===== src/wdtmr_map.svh =====
/*
  Register offsets, field positions, reset values and time-out exponents
  of the watchdog timer.
  Assumes an 8-bit register port with byte offsets as listed here.
*/
`ifndef WDTMR_MAP_SVH
`define WDTMR_MAP_SVH

// register offsets
`define WDTMR_ADDR_CTL      8'h93
`define WDTMR_ADDR_KEY      8'h94
`define WDTMR_ADDR_STAT     8'h95
`define WDTMR_ADDR_MASK     8'h96

// control field positions
`define WDTMR_CTL_EN        7
`define WDTMR_CTL_NMI       6
`define WDTMR_CTL_FLAG      5
`define WDTMR_CTL_CLK_HI    4
`define WDTMR_CTL_CLK_LO    3
`define WDTMR_CTL_RSVD      2
`define WDTMR_CTL_PER_HI    1
`define WDTMR_CTL_PER_LO    0

// interrupt status and mask positions
`define WDTMR_STAT_TOUT     0

// restart keys
`define WDTMR_KEY_FIRST     8'ha5
`define WDTMR_KEY_SECOND    8'h5a

// reset values
`define WDTMR_RST_CLK       2'h0
`define WDTMR_RST_PER       2'h0
`define WDTMR_RST_STAT      1'h0
`define WDTMR_RST_MASK      1'h0

// counter width and time-out exponents per period code
`define WDTMR_CNT_W         27
`define WDTMR_TOUT_EXP_0    27
`define WDTMR_TOUT_EXP_1    25
`define WDTMR_TOUT_EXP_2    22
`define WDTMR_TOUT_EXP_3    18

`endif


===== src/wdtmr_pkg.sv =====
/*
  Types of the watchdog timer: counter clock codes and key sequence states.
  Assumes nothing of its surroundings.
*/
package wdtmr_pkg;

  typedef enum logic [1:0] {
    WDTMR_CLK_SYS   = 2'h0,
    WDTMR_CLK_RTC   = 2'h1,
    WDTMR_CLK_RSV2  = 2'h2,
    WDTMR_CLK_RSV3  = 2'h3
  } wdtmr_clksel_t;

  typedef enum logic [1:0] {
    WDTMR_KEY_IDLE  = 2'b01,
    WDTMR_KEY_ARMED = 2'b10
  } wdtmr_key_t;

endpackage


===== src/wdtmr_cnt_if.sv =====
/*
  Interface between the watchdog control logic and its time-out counter.
  Assumes both ends run on the system clock.
*/
`timescale 1ns/1ps
`include "wdtmr_map.svh"

interface wdtmr_cnt_if;
  logic                     run;
  logic                     tick;
  logic                     reload;
  logic [`WDTMR_CNT_W-1:0]  limit;
  logic                     tout;
  logic [`WDTMR_CNT_W-1:0]  count;

  modport ctl (output run, output tick, output reload, output limit,
               input tout, input count);
  modport cnt (input run, input tick, input reload, input limit,
               output tout, output count);
endinterface


===== src/wdtmr_counter.sv =====
/*
  Time-out counter of the watchdog: counts ticks up to a terminal value.
  Assumes run, tick, reload and limit come from logic on the same clock.
*/
`timescale 1ns/1ps
`include "wdtmr_map.svh"

module wdtmr_counter (
  // clock and reset
  input  wire logic  i_clk,
  input  wire logic  i_rst,
  // control side
  wdtmr_cnt_if.cnt   cif
);

  logic [`WDTMR_CNT_W-1:0] count_q;
  logic                    at_end;

  // terminal on or past limit, so a lowered limit cannot wrap the count
  assign at_end     = (count_q >= cif.limit);
  assign cif.tout   = !i_rst && cif.run && cif.tick && at_end && !cif.reload;
  assign cif.count  = count_q;

  always_ff @(posedge i_clk) begin
    if (i_rst || !cif.run) begin
      count_q <= '0;
    end else if (cif.reload) begin
      count_q <= '0;
    end else if (cif.tick) begin
      count_q <= at_end ? '0 : count_q + `WDTMR_CNT_W'(1);
    end
  end
endmodule


===== src/wdtmr_top.sv =====
/*
  Watchdog timer: control and restart-key registers, clock source choice,
  time-out response as chip reset request or NMI, cause flag, interrupt.
  Assumes an 8-bit register port on the system clock, a chip reset logic
  that answers the reset request with I_RESET and marks non-watchdog
  resets on I_NONWDT_RESET, and an RTC source arriving asynchronously.
*/
// Design decision made here: the plain strobed port.
// How it works
// the control register is 8 bits, read and write except the reserved and cause bits.
// bit 7 enables the watchdog and only a chip reset can clear it once set.
// bit 6 picks the time-out response, 0 for a chip reset request and 1 for an NMI.
// read-only bit 5 is set by every time-out whatever the response.
// the cause flag survives a watchdog reset and is cleared only by another reset.
// after an external or debug interface reset the cause flag reads 0.
// field 4:3 picks the counter clock, 00 system clock, 01 RTC source, others reserved.
// field 1:0 sets the time-out to 2^27, 2^25, 2^22 or 2^18 selected clock cycles.
// the restart register is write-only and stores nothing readable.
// writing A5h then 5Ah reloads the counter to its initial count and counting goes on.
// any delay is allowed between the two keys as long as no time-out comes first.
// after reset the watchdog is off and its response is a chip reset.
// a restart write that does not continue the sequence drops a half-entered sequence.
// reserved control bit 2 always reads 0 and ignores writes.
`timescale 1ns/1ps
`include "wdtmr_map.svh"

module wdtmr_top #(
  parameter int P_TOUT_EXP_0 = `WDTMR_TOUT_EXP_0,
  parameter int P_TOUT_EXP_1 = `WDTMR_TOUT_EXP_1,
  parameter int P_TOUT_EXP_2 = `WDTMR_TOUT_EXP_2,
  parameter int P_TOUT_EXP_3 = `WDTMR_TOUT_EXP_3
) (
  // clock and reset
  input  wire logic        I_CLK_SYS,
  input  wire logic        I_RESET,
  input  wire logic        I_NONWDT_RESET,
  // register port
  input  wire logic [7:0]  I_ADDR,
  input  wire logic [7:0]  I_WDATA,
  input  wire logic        I_WR,
  input  wire logic        I_RD,
  output logic      [7:0]  O_RDATA,
  // clock source
  input  wire logic        I_RTC_CLK,
  // time-out responses
  output logic             O_WDT_RESET,
  output logic             O_NMI,
  output logic             O_IRQ
);

  localparam int CW = `WDTMR_CNT_W;

  // control state
  logic                   watchdog_enable_q;
  logic                   nmi_select_q;
  logic                   cause_flag_q;
  wdtmr_pkg::wdtmr_clksel_t counter_clock_select_q;
  logic [1:0]             timeout_length_select_q;

  // key sequence
  wdtmr_pkg::wdtmr_key_t  key_state_q;
  logic                   reload_q;

  // rtc source synchroniser and edge detect
  logic                   rtc_s1_q;
  logic                   rtc_s2_q;
  logic                   rtc_s3_q;
  logic                   rtc_rise;

  // interrupt registers
  logic                   irq_stat_q;
  logic                   irq_mask_q;

  // decoded accesses
  logic                   wr_ctl;
  logic                   wr_key;
  logic                   wr_stat;
  logic                   wr_mask;
  logic                   rd_ctl;
  logic                   rd_key;
  logic                   tout;
  logic [7:0]             ctl_view;

  wdtmr_cnt_if cif ();

  // terminal count for a period code
  function automatic logic [CW-1:0] tout_limit(input logic [1:0] sel);
    int exp_v;
    exp_v = P_TOUT_EXP_0;
    unique case (sel)
      2'h0: exp_v = P_TOUT_EXP_0;
      2'h1: exp_v = P_TOUT_EXP_1;
      2'h2: exp_v = P_TOUT_EXP_2;
      2'h3: exp_v = P_TOUT_EXP_3;
    endcase
    return CW'((64'd1 << exp_v) - 64'd1);
  endfunction

  assign wr_ctl  = I_WR && (I_ADDR == `WDTMR_ADDR_CTL);
  assign wr_key  = I_WR && (I_ADDR == `WDTMR_ADDR_KEY);
  assign wr_stat = I_WR && (I_ADDR == `WDTMR_ADDR_STAT);
  assign wr_mask = I_WR && (I_ADDR == `WDTMR_ADDR_MASK);
  assign rd_ctl  = I_RD && (I_ADDR == `WDTMR_ADDR_CTL);
  assign rd_key  = I_RD && (I_ADDR == `WDTMR_ADDR_KEY);
  assign tout    = cif.tout;

  // control register read view, reserved bit fixed low
  assign ctl_view = {watchdog_enable_q, nmi_select_q, cause_flag_q,
                     counter_clock_select_q, 1'b0, timeout_length_select_q};

  // enable: set by software, cleared by reset only
  always_ff @(posedge I_CLK_SYS) begin
    if (I_RESET) begin
      watchdog_enable_q <= 1'b0;
    end else if (wr_ctl && I_WDATA[`WDTMR_CTL_EN]) begin
      watchdog_enable_q <= 1'b1;
    end
  end

  // writable configuration fields; bits 5 and 2 are not stored
  always_ff @(posedge I_CLK_SYS) begin
    if (I_RESET) begin
      nmi_select_q            <= 1'b0;
      counter_clock_select_q  <= wdtmr_pkg::wdtmr_clksel_t'(`WDTMR_RST_CLK);
      timeout_length_select_q <= `WDTMR_RST_PER;
    end else if (wr_ctl) begin
      nmi_select_q            <= I_WDATA[`WDTMR_CTL_NMI];
      counter_clock_select_q  <= wdtmr_pkg::wdtmr_clksel_t'(
                                   I_WDATA[`WDTMR_CTL_CLK_HI:`WDTMR_CTL_CLK_LO]);
      timeout_length_select_q <= I_WDATA[`WDTMR_CTL_PER_HI:`WDTMR_CTL_PER_LO];
    end
  end

  // cause flag: only a non-watchdog reset clears it
  always_ff @(posedge I_CLK_SYS) begin
    if (I_RESET && I_NONWDT_RESET) begin
      cause_flag_q <= 1'b0;
    end else if (tout) begin
      cause_flag_q <= 1'b1;
    end
  end

  // rtc source: three flops, rising edge from the last two
  always_ff @(posedge I_CLK_SYS) begin
    if (I_RESET) begin
      rtc_s1_q <= 1'b0;
      rtc_s2_q <= 1'b0;
      rtc_s3_q <= 1'b0;
    end else begin
      rtc_s1_q <= I_RTC_CLK;
      rtc_s2_q <= rtc_s1_q;
      rtc_s3_q <= rtc_s2_q;
    end
  end

  assign rtc_rise = rtc_s2_q && !rtc_s3_q;

  // counter tick by source; reserved codes give no ticks
  always_comb begin
    cif.tick = 1'b0;
    unique case (counter_clock_select_q)
      wdtmr_pkg::WDTMR_CLK_SYS:  cif.tick = 1'b1;
      wdtmr_pkg::WDTMR_CLK_RTC:  cif.tick = rtc_rise;
      wdtmr_pkg::WDTMR_CLK_RSV2: cif.tick = 1'b0;
      wdtmr_pkg::WDTMR_CLK_RSV3: cif.tick = 1'b0;
    endcase
  end

  assign cif.run    = watchdog_enable_q;
  assign cif.limit  = tout_limit(timeout_length_select_q);
  assign cif.reload = reload_q;

  // restart key sequence
  always_ff @(posedge I_CLK_SYS) begin
    if (I_RESET) begin
      key_state_q <= wdtmr_pkg::WDTMR_KEY_IDLE;
      reload_q    <= 1'b0;
    end else begin
      reload_q <= 1'b0;
      if (wr_key) begin
        unique case (key_state_q)
          wdtmr_pkg::WDTMR_KEY_IDLE: begin
            if (I_WDATA == `WDTMR_KEY_FIRST) begin
              key_state_q <= wdtmr_pkg::WDTMR_KEY_ARMED;
            end
          end
          wdtmr_pkg::WDTMR_KEY_ARMED: begin
            if (I_WDATA == `WDTMR_KEY_SECOND) begin
              key_state_q <= wdtmr_pkg::WDTMR_KEY_IDLE;
              reload_q    <= 1'b1;
            end else if (I_WDATA != `WDTMR_KEY_FIRST) begin
              key_state_q <= wdtmr_pkg::WDTMR_KEY_IDLE;
            end
          end
          default: key_state_q <= wdtmr_pkg::WDTMR_KEY_IDLE;
        endcase
      end
    end
  end

  wdtmr_counter u_counter (
    .i_clk (I_CLK_SYS),
    .i_rst (I_RESET),
    .cif   (cif)
  );

  // reset request held until the chip reset arrives
  always_ff @(posedge I_CLK_SYS) begin
    if (I_RESET) begin
      O_WDT_RESET <= 1'b0;
    end else if (tout && !nmi_select_q) begin
      O_WDT_RESET <= 1'b1;
    end
  end

  // nmi as a one-cycle pulse per time-out
  always_ff @(posedge I_CLK_SYS) begin
    if (I_RESET) begin
      O_NMI <= 1'b0;
    end else begin
      O_NMI <= tout && nmi_select_q;
    end
  end

  // interrupt status, set wins over write-one-to-clear
  always_ff @(posedge I_CLK_SYS) begin
    if (I_RESET) begin
      irq_stat_q <= `WDTMR_RST_STAT;
    end else begin
      irq_stat_q <= (irq_stat_q && !(wr_stat && I_WDATA[`WDTMR_STAT_TOUT])) || tout;
    end
  end

  always_ff @(posedge I_CLK_SYS) begin
    if (I_RESET) begin
      irq_mask_q <= `WDTMR_RST_MASK;
    end else if (wr_mask) begin
      irq_mask_q <= I_WDATA[`WDTMR_STAT_TOUT];
    end
  end

  always_ff @(posedge I_CLK_SYS) begin
    if (I_RESET) begin
      O_IRQ <= 1'b0;
    end else begin
      O_IRQ <= irq_stat_q && irq_mask_q;
    end
  end

  // read data in the cycle after the strobe only
  always_ff @(posedge I_CLK_SYS) begin
    if (I_RESET) begin
      O_RDATA <= 8'h00;
    end else if (I_RD) begin
      unique case (I_ADDR)
        `WDTMR_ADDR_CTL:  O_RDATA <= ctl_view;
        `WDTMR_ADDR_KEY:  O_RDATA <= 8'h00;
        `WDTMR_ADDR_STAT: O_RDATA <= {7'h00, irq_stat_q};
        `WDTMR_ADDR_MASK: O_RDATA <= {7'h00, irq_mask_q};
        default:          O_RDATA <= 8'h00;
      endcase
    end else begin
      O_RDATA <= 8'h00;
    end
  end
endmodule

===== config.mk =====
export PLATFORM = sky130hd
export DESIGN_NAME = wdtmr_top
export DESIGN_NICKNAME = d
export VERILOG_FILES = /design/src/wdtmr_pkg.sv /design/src/wdtmr_cnt_if.sv /design/src/wdtmr_counter.sv /design/src/wdtmr_top.sv
export VERILOG_INCLUDE_DIRS = /design/src
export SDC_FILE = /design/constraint.sdc
export NUM_CORES = 1
export LEC_CHECK = 0
export BUFFER_PORTS_ARGS = -buffer_cell sky130_fd_sc_hd__buf_2
export CORE_MARGIN = 8
export CORE_UTILIZATION = 55
export DETAILED_ROUTE_END_ITERATION = 8
export PLACE_DENSITY = 0.77
export RECOVER_POWER = 100
export SYNTH_ARGS = -nofsm -noshare
export SYNTH_HDL_FRONTEND = slang
export SYNTH_SLANG_ARGS = --single-unit

===== constraint.sdc =====
create_clock -name I_CLK_SYS -period 2.6 [get_ports I_CLK_SYS]
set_input_delay 0.52 -clock I_CLK_SYS [delete_from_list [all_inputs] [get_ports I_CLK_SYS]]
set_output_delay 0.52 -clock I_CLK_SYS [all_outputs]
set_load 0.05 [all_outputs]

* After elaboration in Yosys (flattened, before gate mapping)
Cells that the tools add are included.
** Operators by class
- Bitwise gates (word level) :: 3
- Shift operators :: 1
- $add $sub $neg :: 2
- Equality and inequality tests :: 17
- Reductions and logical operators :: 31
- $lt $le $gt $ge :: 1
- Mux-type cells :: 9
** Operator list (count)
- $pmux W32 S4 :: 1
- $eq A8 B8 Y1 const B :: 5
- $shl A1 B32 Y27 const A :: 1
- $add A27 B1 Y27 const B :: 1
- $ge A27 B27 Y1 :: 1
- $mux W27 :: 1
- $sub A27 B1 Y27 const B :: 1
- $pmux W8 S3 :: 1
- $logic_and A1 B1 Y1 :: 16
- $eq A2 B2 Y1 const B :: 5
- $eq A8 B7 Y1 const B :: 1
- $ne A8 B8 Y1 const B :: 1
- $eq A2 B1 Y1 const B :: 3
- $logic_not A1 Y1 :: 6
- $mux W2 :: 3
- $reduce_or A2 Y1 :: 3
- $logic_not A2 Y1 :: 2
- $pmux W2 S2 :: 1
- $ne A3 B3 Y1 const B :: 1
- $not A1 Y1 :: 3
- $pmux W1 S3 :: 1
- $reduce_and A3 Y1 :: 1
- $reduce_or A3 Y1 :: 1
- $logic_or A1 B1 Y1 :: 2
- 2 further kinds :: 2
** Word-level totals
- Output and inout port bits :: 11
- Register bits :: 53
- Word-level logic and storage cells :: 81
- Bits of input ports :: 22

* Longest topological paths before layout
- Word-level depth :: 8
- Gate-level depth with buffers :: 8
- Depth with buffers taken out :: 7

* Hierarchy
From an unflattened synthesis, not the netlist that was laid out.
** Unflattened totals
- Cell total of the unflattened synthesis :: 364
- Area total of the unflattened synthesis :: 3095.5 um^2
** Modules (own cells, without submodules)
- wdtmr_counter :: sequential area each 540.5 um^2, area each 2125.8 um^2, cells each 263, times used 1
- wdtmr_top :: sequential area each 500.5 um^2, area each 969.7 um^2, cells each 101, times used 1

* Worst setup path before layout
Ideal clock, no wire load.
- Path kind :: reg2reg
- Start :: register timeout_length_select_q[1]
- End :: register O_WDT_RESET
- Library setup time :: 0.117 ns
- Slack :: 0.417 ns
- Clock period less this slack :: 2.183 ns
- Data required time :: 2.483 ns
- Path buffers :: 1
- Stages on the path, launching flop included :: 9
- Data arrival time :: 2.065 ns
- Cells stage by stage :: dfxtp_1 or2_2 ha_1 nand4_1 a211oi_1 a2111oi_0 a21boi_1 buf_2 a32o_1
** Between the ends
- Cells in the longest elaborated chain, start to end :: 8
- Elaborated cells on any way between the ends :: 11
- Those cells by class :: add/sub: 1; order compare: 1; eq/ne: 3; shift: 1; mux: 1; reduce/logical: 4
** RTL lines
- start, declared :: RTL line wdtmr_top.sv:58 : logic [1:0] timeout_length_select_q;
- start signal, assigned :: RTL line wdtmr_top.sv:125 : timeout_length_select_q <= `WDTMR_RST_PER;
- start signal, assigned :: RTL line wdtmr_top.sv:130 : timeout_length_select_q <= I_WDATA[`WDTMR_CTL_PER_HI:`WDTMR_CTL_PER_LO];
- $eq A2 B2 Y1, or another cell as far along :: RTL line wdtmr_top.sv:90 : unique case (sel)
- $pmux W32 S4 (*) :: RTL line wdtmr_top.sv:90
- $shl A1 B32 Y27 (*) :: RTL line wdtmr_top.sv:96 : return CW'((64'd1 << exp_v) - 64'd1);
- $sub A27 B1 Y27 (*) :: RTL line wdtmr_top.sv:96
- $ge A27 B27 Y1 (*) :: RTL line wdtmr_counter.sv:20 : assign at_end = (count_q >= cif.limit);
- $logic_and A1 B1 Y1 (*) (2 in a row) :: RTL line wdtmr_counter.sv:21 : assign cif.tout = !i_rst && cif.run && cif.tick && at_end && !cif.reload;
- $logic_and A1 B1 Y1 (*) :: RTL line wdtmr_top.sv:211 : end else if (tout && !nmi_select_q) begin
- end signal, assigned :: RTL line wdtmr_top.sv:210 : O_WDT_RESET <= 1'b0;
- end signal, assigned :: RTL line wdtmr_top.sv:212 : O_WDT_RESET <= 1'b1;
- end, declared :: RTL line wdtmr_top.sv:46 : output logic O_WDT_RESET,
Every way passes the cells marked *; elsewhere a longest branch is shown, timed or not. The select of a mux whose other input is x is not followed.
A chain may end at the register's enable or synchronous reset.

* Final worst setup path
- Start :: register timeout_length_select_q[1]
- End :: register u_counter.count_q[22] (netlist: u_counter.cif.count[22])
** Between the ends
- Cells in the longest elaborated chain, start to end :: 6
- Elaborated cells on any way between the ends :: 9
- Those cells by class :: add/sub: 1; order compare: 1; eq/ne: 3; shift: 1; mux: 2; reduce/logical: 1
** RTL lines
- $eq A2 B2 Y1, or another cell as far along :: RTL line wdtmr_top.sv:90
- $pmux W32 S4 (*) :: RTL line wdtmr_top.sv:90
- $shl A1 B32 Y27 (*) :: RTL line wdtmr_top.sv:96
- $sub A27 B1 Y27 (*) :: RTL line wdtmr_top.sv:96
- $ge A27 B27 Y1 (*) :: RTL line wdtmr_counter.sv:20
- $mux W27 (*) :: RTL line wdtmr_counter.sv:30 : count_q <= at_end ? '0 : count_q + `WDTMR_CNT_W'(1);
- end signal, assigned :: RTL line wdtmr_counter.sv:30
- end, declared :: RTL line wdtmr_counter.sv:16 : logic [`WDTMR_CNT_W-1:0] count_q;
Marks and branches as above.

==> flow_summary.ini <==
[cells_and_area]
drive_gt1_share_pct = 13.74
final_cell_mix = dfxtp_1, nor3_1, xnor2_1
post-route-cell-area_mm2 = 0.002883
syn2layout_area_growth_pct = 10.03
final_common_cell = dfxtp_1
n_fill_cell = 408
fin_nets = 346
diodes = 0
finish.utilization_pct = 61.85

[pwr]
power.share.clock_pct = 36.5
netSwitchingFraction_pct = 23.51
seqPwrFrac_pct = 60.3
p_int_mw = 1.012
p_sw_uw = 311.1
power_density_mw_per_mm2 = 459.0
p_leak_nw = 1.074
vdd_drop_max_v = 0.0003257
comb_power_share_pct = 3.2
power_mw = 1.323

[clock_network]
cts_root_buf = clkbuf_8
holdBufCountCts = 0
postCtsSetupBuffers = 0
cts_inserted_buffers = 5
cts.repair.resized = 0
cts_sinks = 52
clock_latency_ns = 0.32
htree_levels = 2
clk_pin_slew_ns = 0.10
tritoncts = built
cts_buffer_depth = 2

[synth]
synth_seq_area_share_pct = 39.73
netlist_area_mm2 = 0.002620
synth_area_per_cell_um2 = 9.291
syn_inst = 282
yosys.cell_types.count = 49
ys.warnings.count = 0
synth_ff_type = dfxtp_1
async_flop_share_pct = 0
synth-seq-cells = 52
synth_edf_count = 0

[timing]
finClkSkew_ns = 0.008076
finalSetupViolCount = 0
period_needed_ns = 2.392
slew_headroom_pct = 48.25
slew_violations = 0
finalSetupTns_ns = 0
fmax_ghz = 0.4180
hold_slack_ns = 0.4187
tightest_slew_ns = 0.7762
finalCritPeriodShare_pct = 92.01
hold_violations = 0
rsz0062_at_grt = no

[floorplanning]
initial_core_util_pct = 56.21
num_rows = 25
dieArea_mm2 = 0.007228
die_w_um = 85.02
die_h_um = 85.02
core_area_mm2 = 0.004661
ios = 33

[drt]
wl_met3_um = 183
met2WireLength_um = 2648
m1WireLength_um = 2665
vias_per_cell = 5.719
num_vias = 2099
drt_iter0_drc = 91
wl_um = 5559
wire_per_inst_um = 15.15
maxUsedRoutingLayer = met4
drc_errors = 0
drtAntennaViolNets = 0
dr.pass1.iters = 5

[worst_setup_path]
worst-setup-path-type = reg -> reg
path_max_fanout = 26
r2r_slack_ns = 0.21
crit_arrival_ns = 2.58
reg2reg_from = timeout_length_select_q[1]
rr_endpoint = u_counter.cif.count[22]
cp.required_ns = 2.79
crit_start = timeout_length_select_q[1]
critPathLaunchType = flop
endpoint = u_counter.cif.count[22]
r2r_cells = 8
end_kind = flop

[outcome]
status = completed

[place]
dpl.hpwl_um = 3917
place_area_mm2 = 0.002823
io_buffer_count = 31
place.gp.congestion = 0.7874

[grt]
antenna_found_initial = 0
grt_pass1_vias = 2094
grt_overflow = 0
grt_pass1_wl_um = 9328
grt_max_degree = 27
grt_use_total_pct = 15.45

[min_path]
hold_path_class = in -> reg

[run]
timing.max_cap.violations = 0
through the flow:
step,worst slack (ns),cells
finish,0.2077,367
global route,0.07830,367
CTS,0.08023,367
floorplan,0.4174,284
detailed placement,0.1234,359
global placement,0.2345,359
state kept, by name, indices dropped and copies added, names as in the netlist:
| register | flops |
|---|---|
| u_counter.cif.count | 27 |
| O_RDATA | 7 |
| counter_clock_select_q | 2 |
| key_state_q | 2 |
| timeout_length_select_q | 2 |
| O_IRQ | 1 |
| O_NMI | 1 |
| O_WDT_RESET | 1 |
| cause_flag_q | 1 |
| cif.reload | 1 |
| cif.run | 1 |
| irq_mask_q | 1 |
| irq_stat_q | 1 |
| nmi_select_q | 1 |
| rtc_s1_q | 1 |
| rtc_s2_q | 1 |
| rtc_s3_q | 1 |
routing by layer:
metal	track usage, %	vias up
li1	-	1072
met1	19.26	993
met2	25.14	28
met3	3.571	6
met4	5.825	0
met5	0	-
worst max-delay path, stage by stage (launching register included):
cell and delay, ns:
dfxtp_1 0.39, or2_2 0.34, ha_1 0.30, nand4_1 0.15, a211oi_1 0.32, a2111oi_2 0.10, a21boi_2 0.36, buf_12 0.23
nor3_1 0.08
cells in the mapped netlist, drive strengths merged (3+ instances only):
cell type | n | share of area (%)
a211oi | 3 | 0.86
a21oi | 8 | 1.5
and2 | 10 | 2.4
and3 | 6 | 1.4
and4 | 3 | 1.1
buf | 6 | 1.4
clkbuf | 6 | 0.86
dfxtp | 52 | 40
ha | 12 | 5.7
inv | 9 | 1.3
mux2i | 9 | 3.4
nand2 | 16 | 2.3
nand3 | 13 | 2.5
nand4 | 9 | 2.4
nand4b | 3 | 1.0
nor2 | 16 | 2.3
nor2b | 5 | 1.2
nor3 | 36 | 8.5
nor4 | 10 | 4.6
o21ai | 4 | 0.76
xnor2 | 22 | 7.4
area by class of cell:
cell class	count	area [µm²]	area share, %
Multi-Input combinational cell	211	1476	51.22
Tap cell	54	67.56	2.344
Inverter	9	33.78	1.172
Clock buffer	5	68.82	2.387
Clock inverter	3	26.28	0.9115
Timing Repair Buffer	33	168.9	5.859
Sequential cell	52	1041	36.11
worst min path at each step:
stage	from	endpoint	cells past startpoint
after detailed placement	rtc_s1_q	rtc_s2_q	1
after global placement	rtc_s1_q	rtc_s2_q	1
after CTS	I_RTC_CLK	rtc_s1_q	2
after global routing	I_RTC_CLK	rtc_s1_q	2
after floorplan	rtc_s1_q	rtc_s2_q	1
final	I_RTC_CLK	rtc_s1_q	2
cell families (layout without fill, tap and decap cells):
kind of cell | after synthesis | after routing | synth area share, %
fa+ha+maj | 12 | 12 | 5.731
other cells | 1 | 3 | 0.1431
flops | 52 | 52 | 39.73
simple gates | 137 | 137 | 32.86
xor+xnor | 23 | 23 | 7.689
mux | 9 | 9 | 3.439
buf+inv | 21 | 50 | 3.534
compound gates | 27 | 27 | 6.877
power groups by stage:
stage | sequential, mW | clock (mW) | combinational [mW]
floorplan | 0.817 | 0 | 0.0184
global placement | 0.817 | 0 | 0.0406
detailed placement | 0.817 | 0 | 0.0412
CTS | 0.798 | 0.491 | 0.0416
global route | 0.799 | 0.524 | 0.0464
finish | 0.798 | 0.483 | 0.0420
Power figures use the tool's default switching activity.
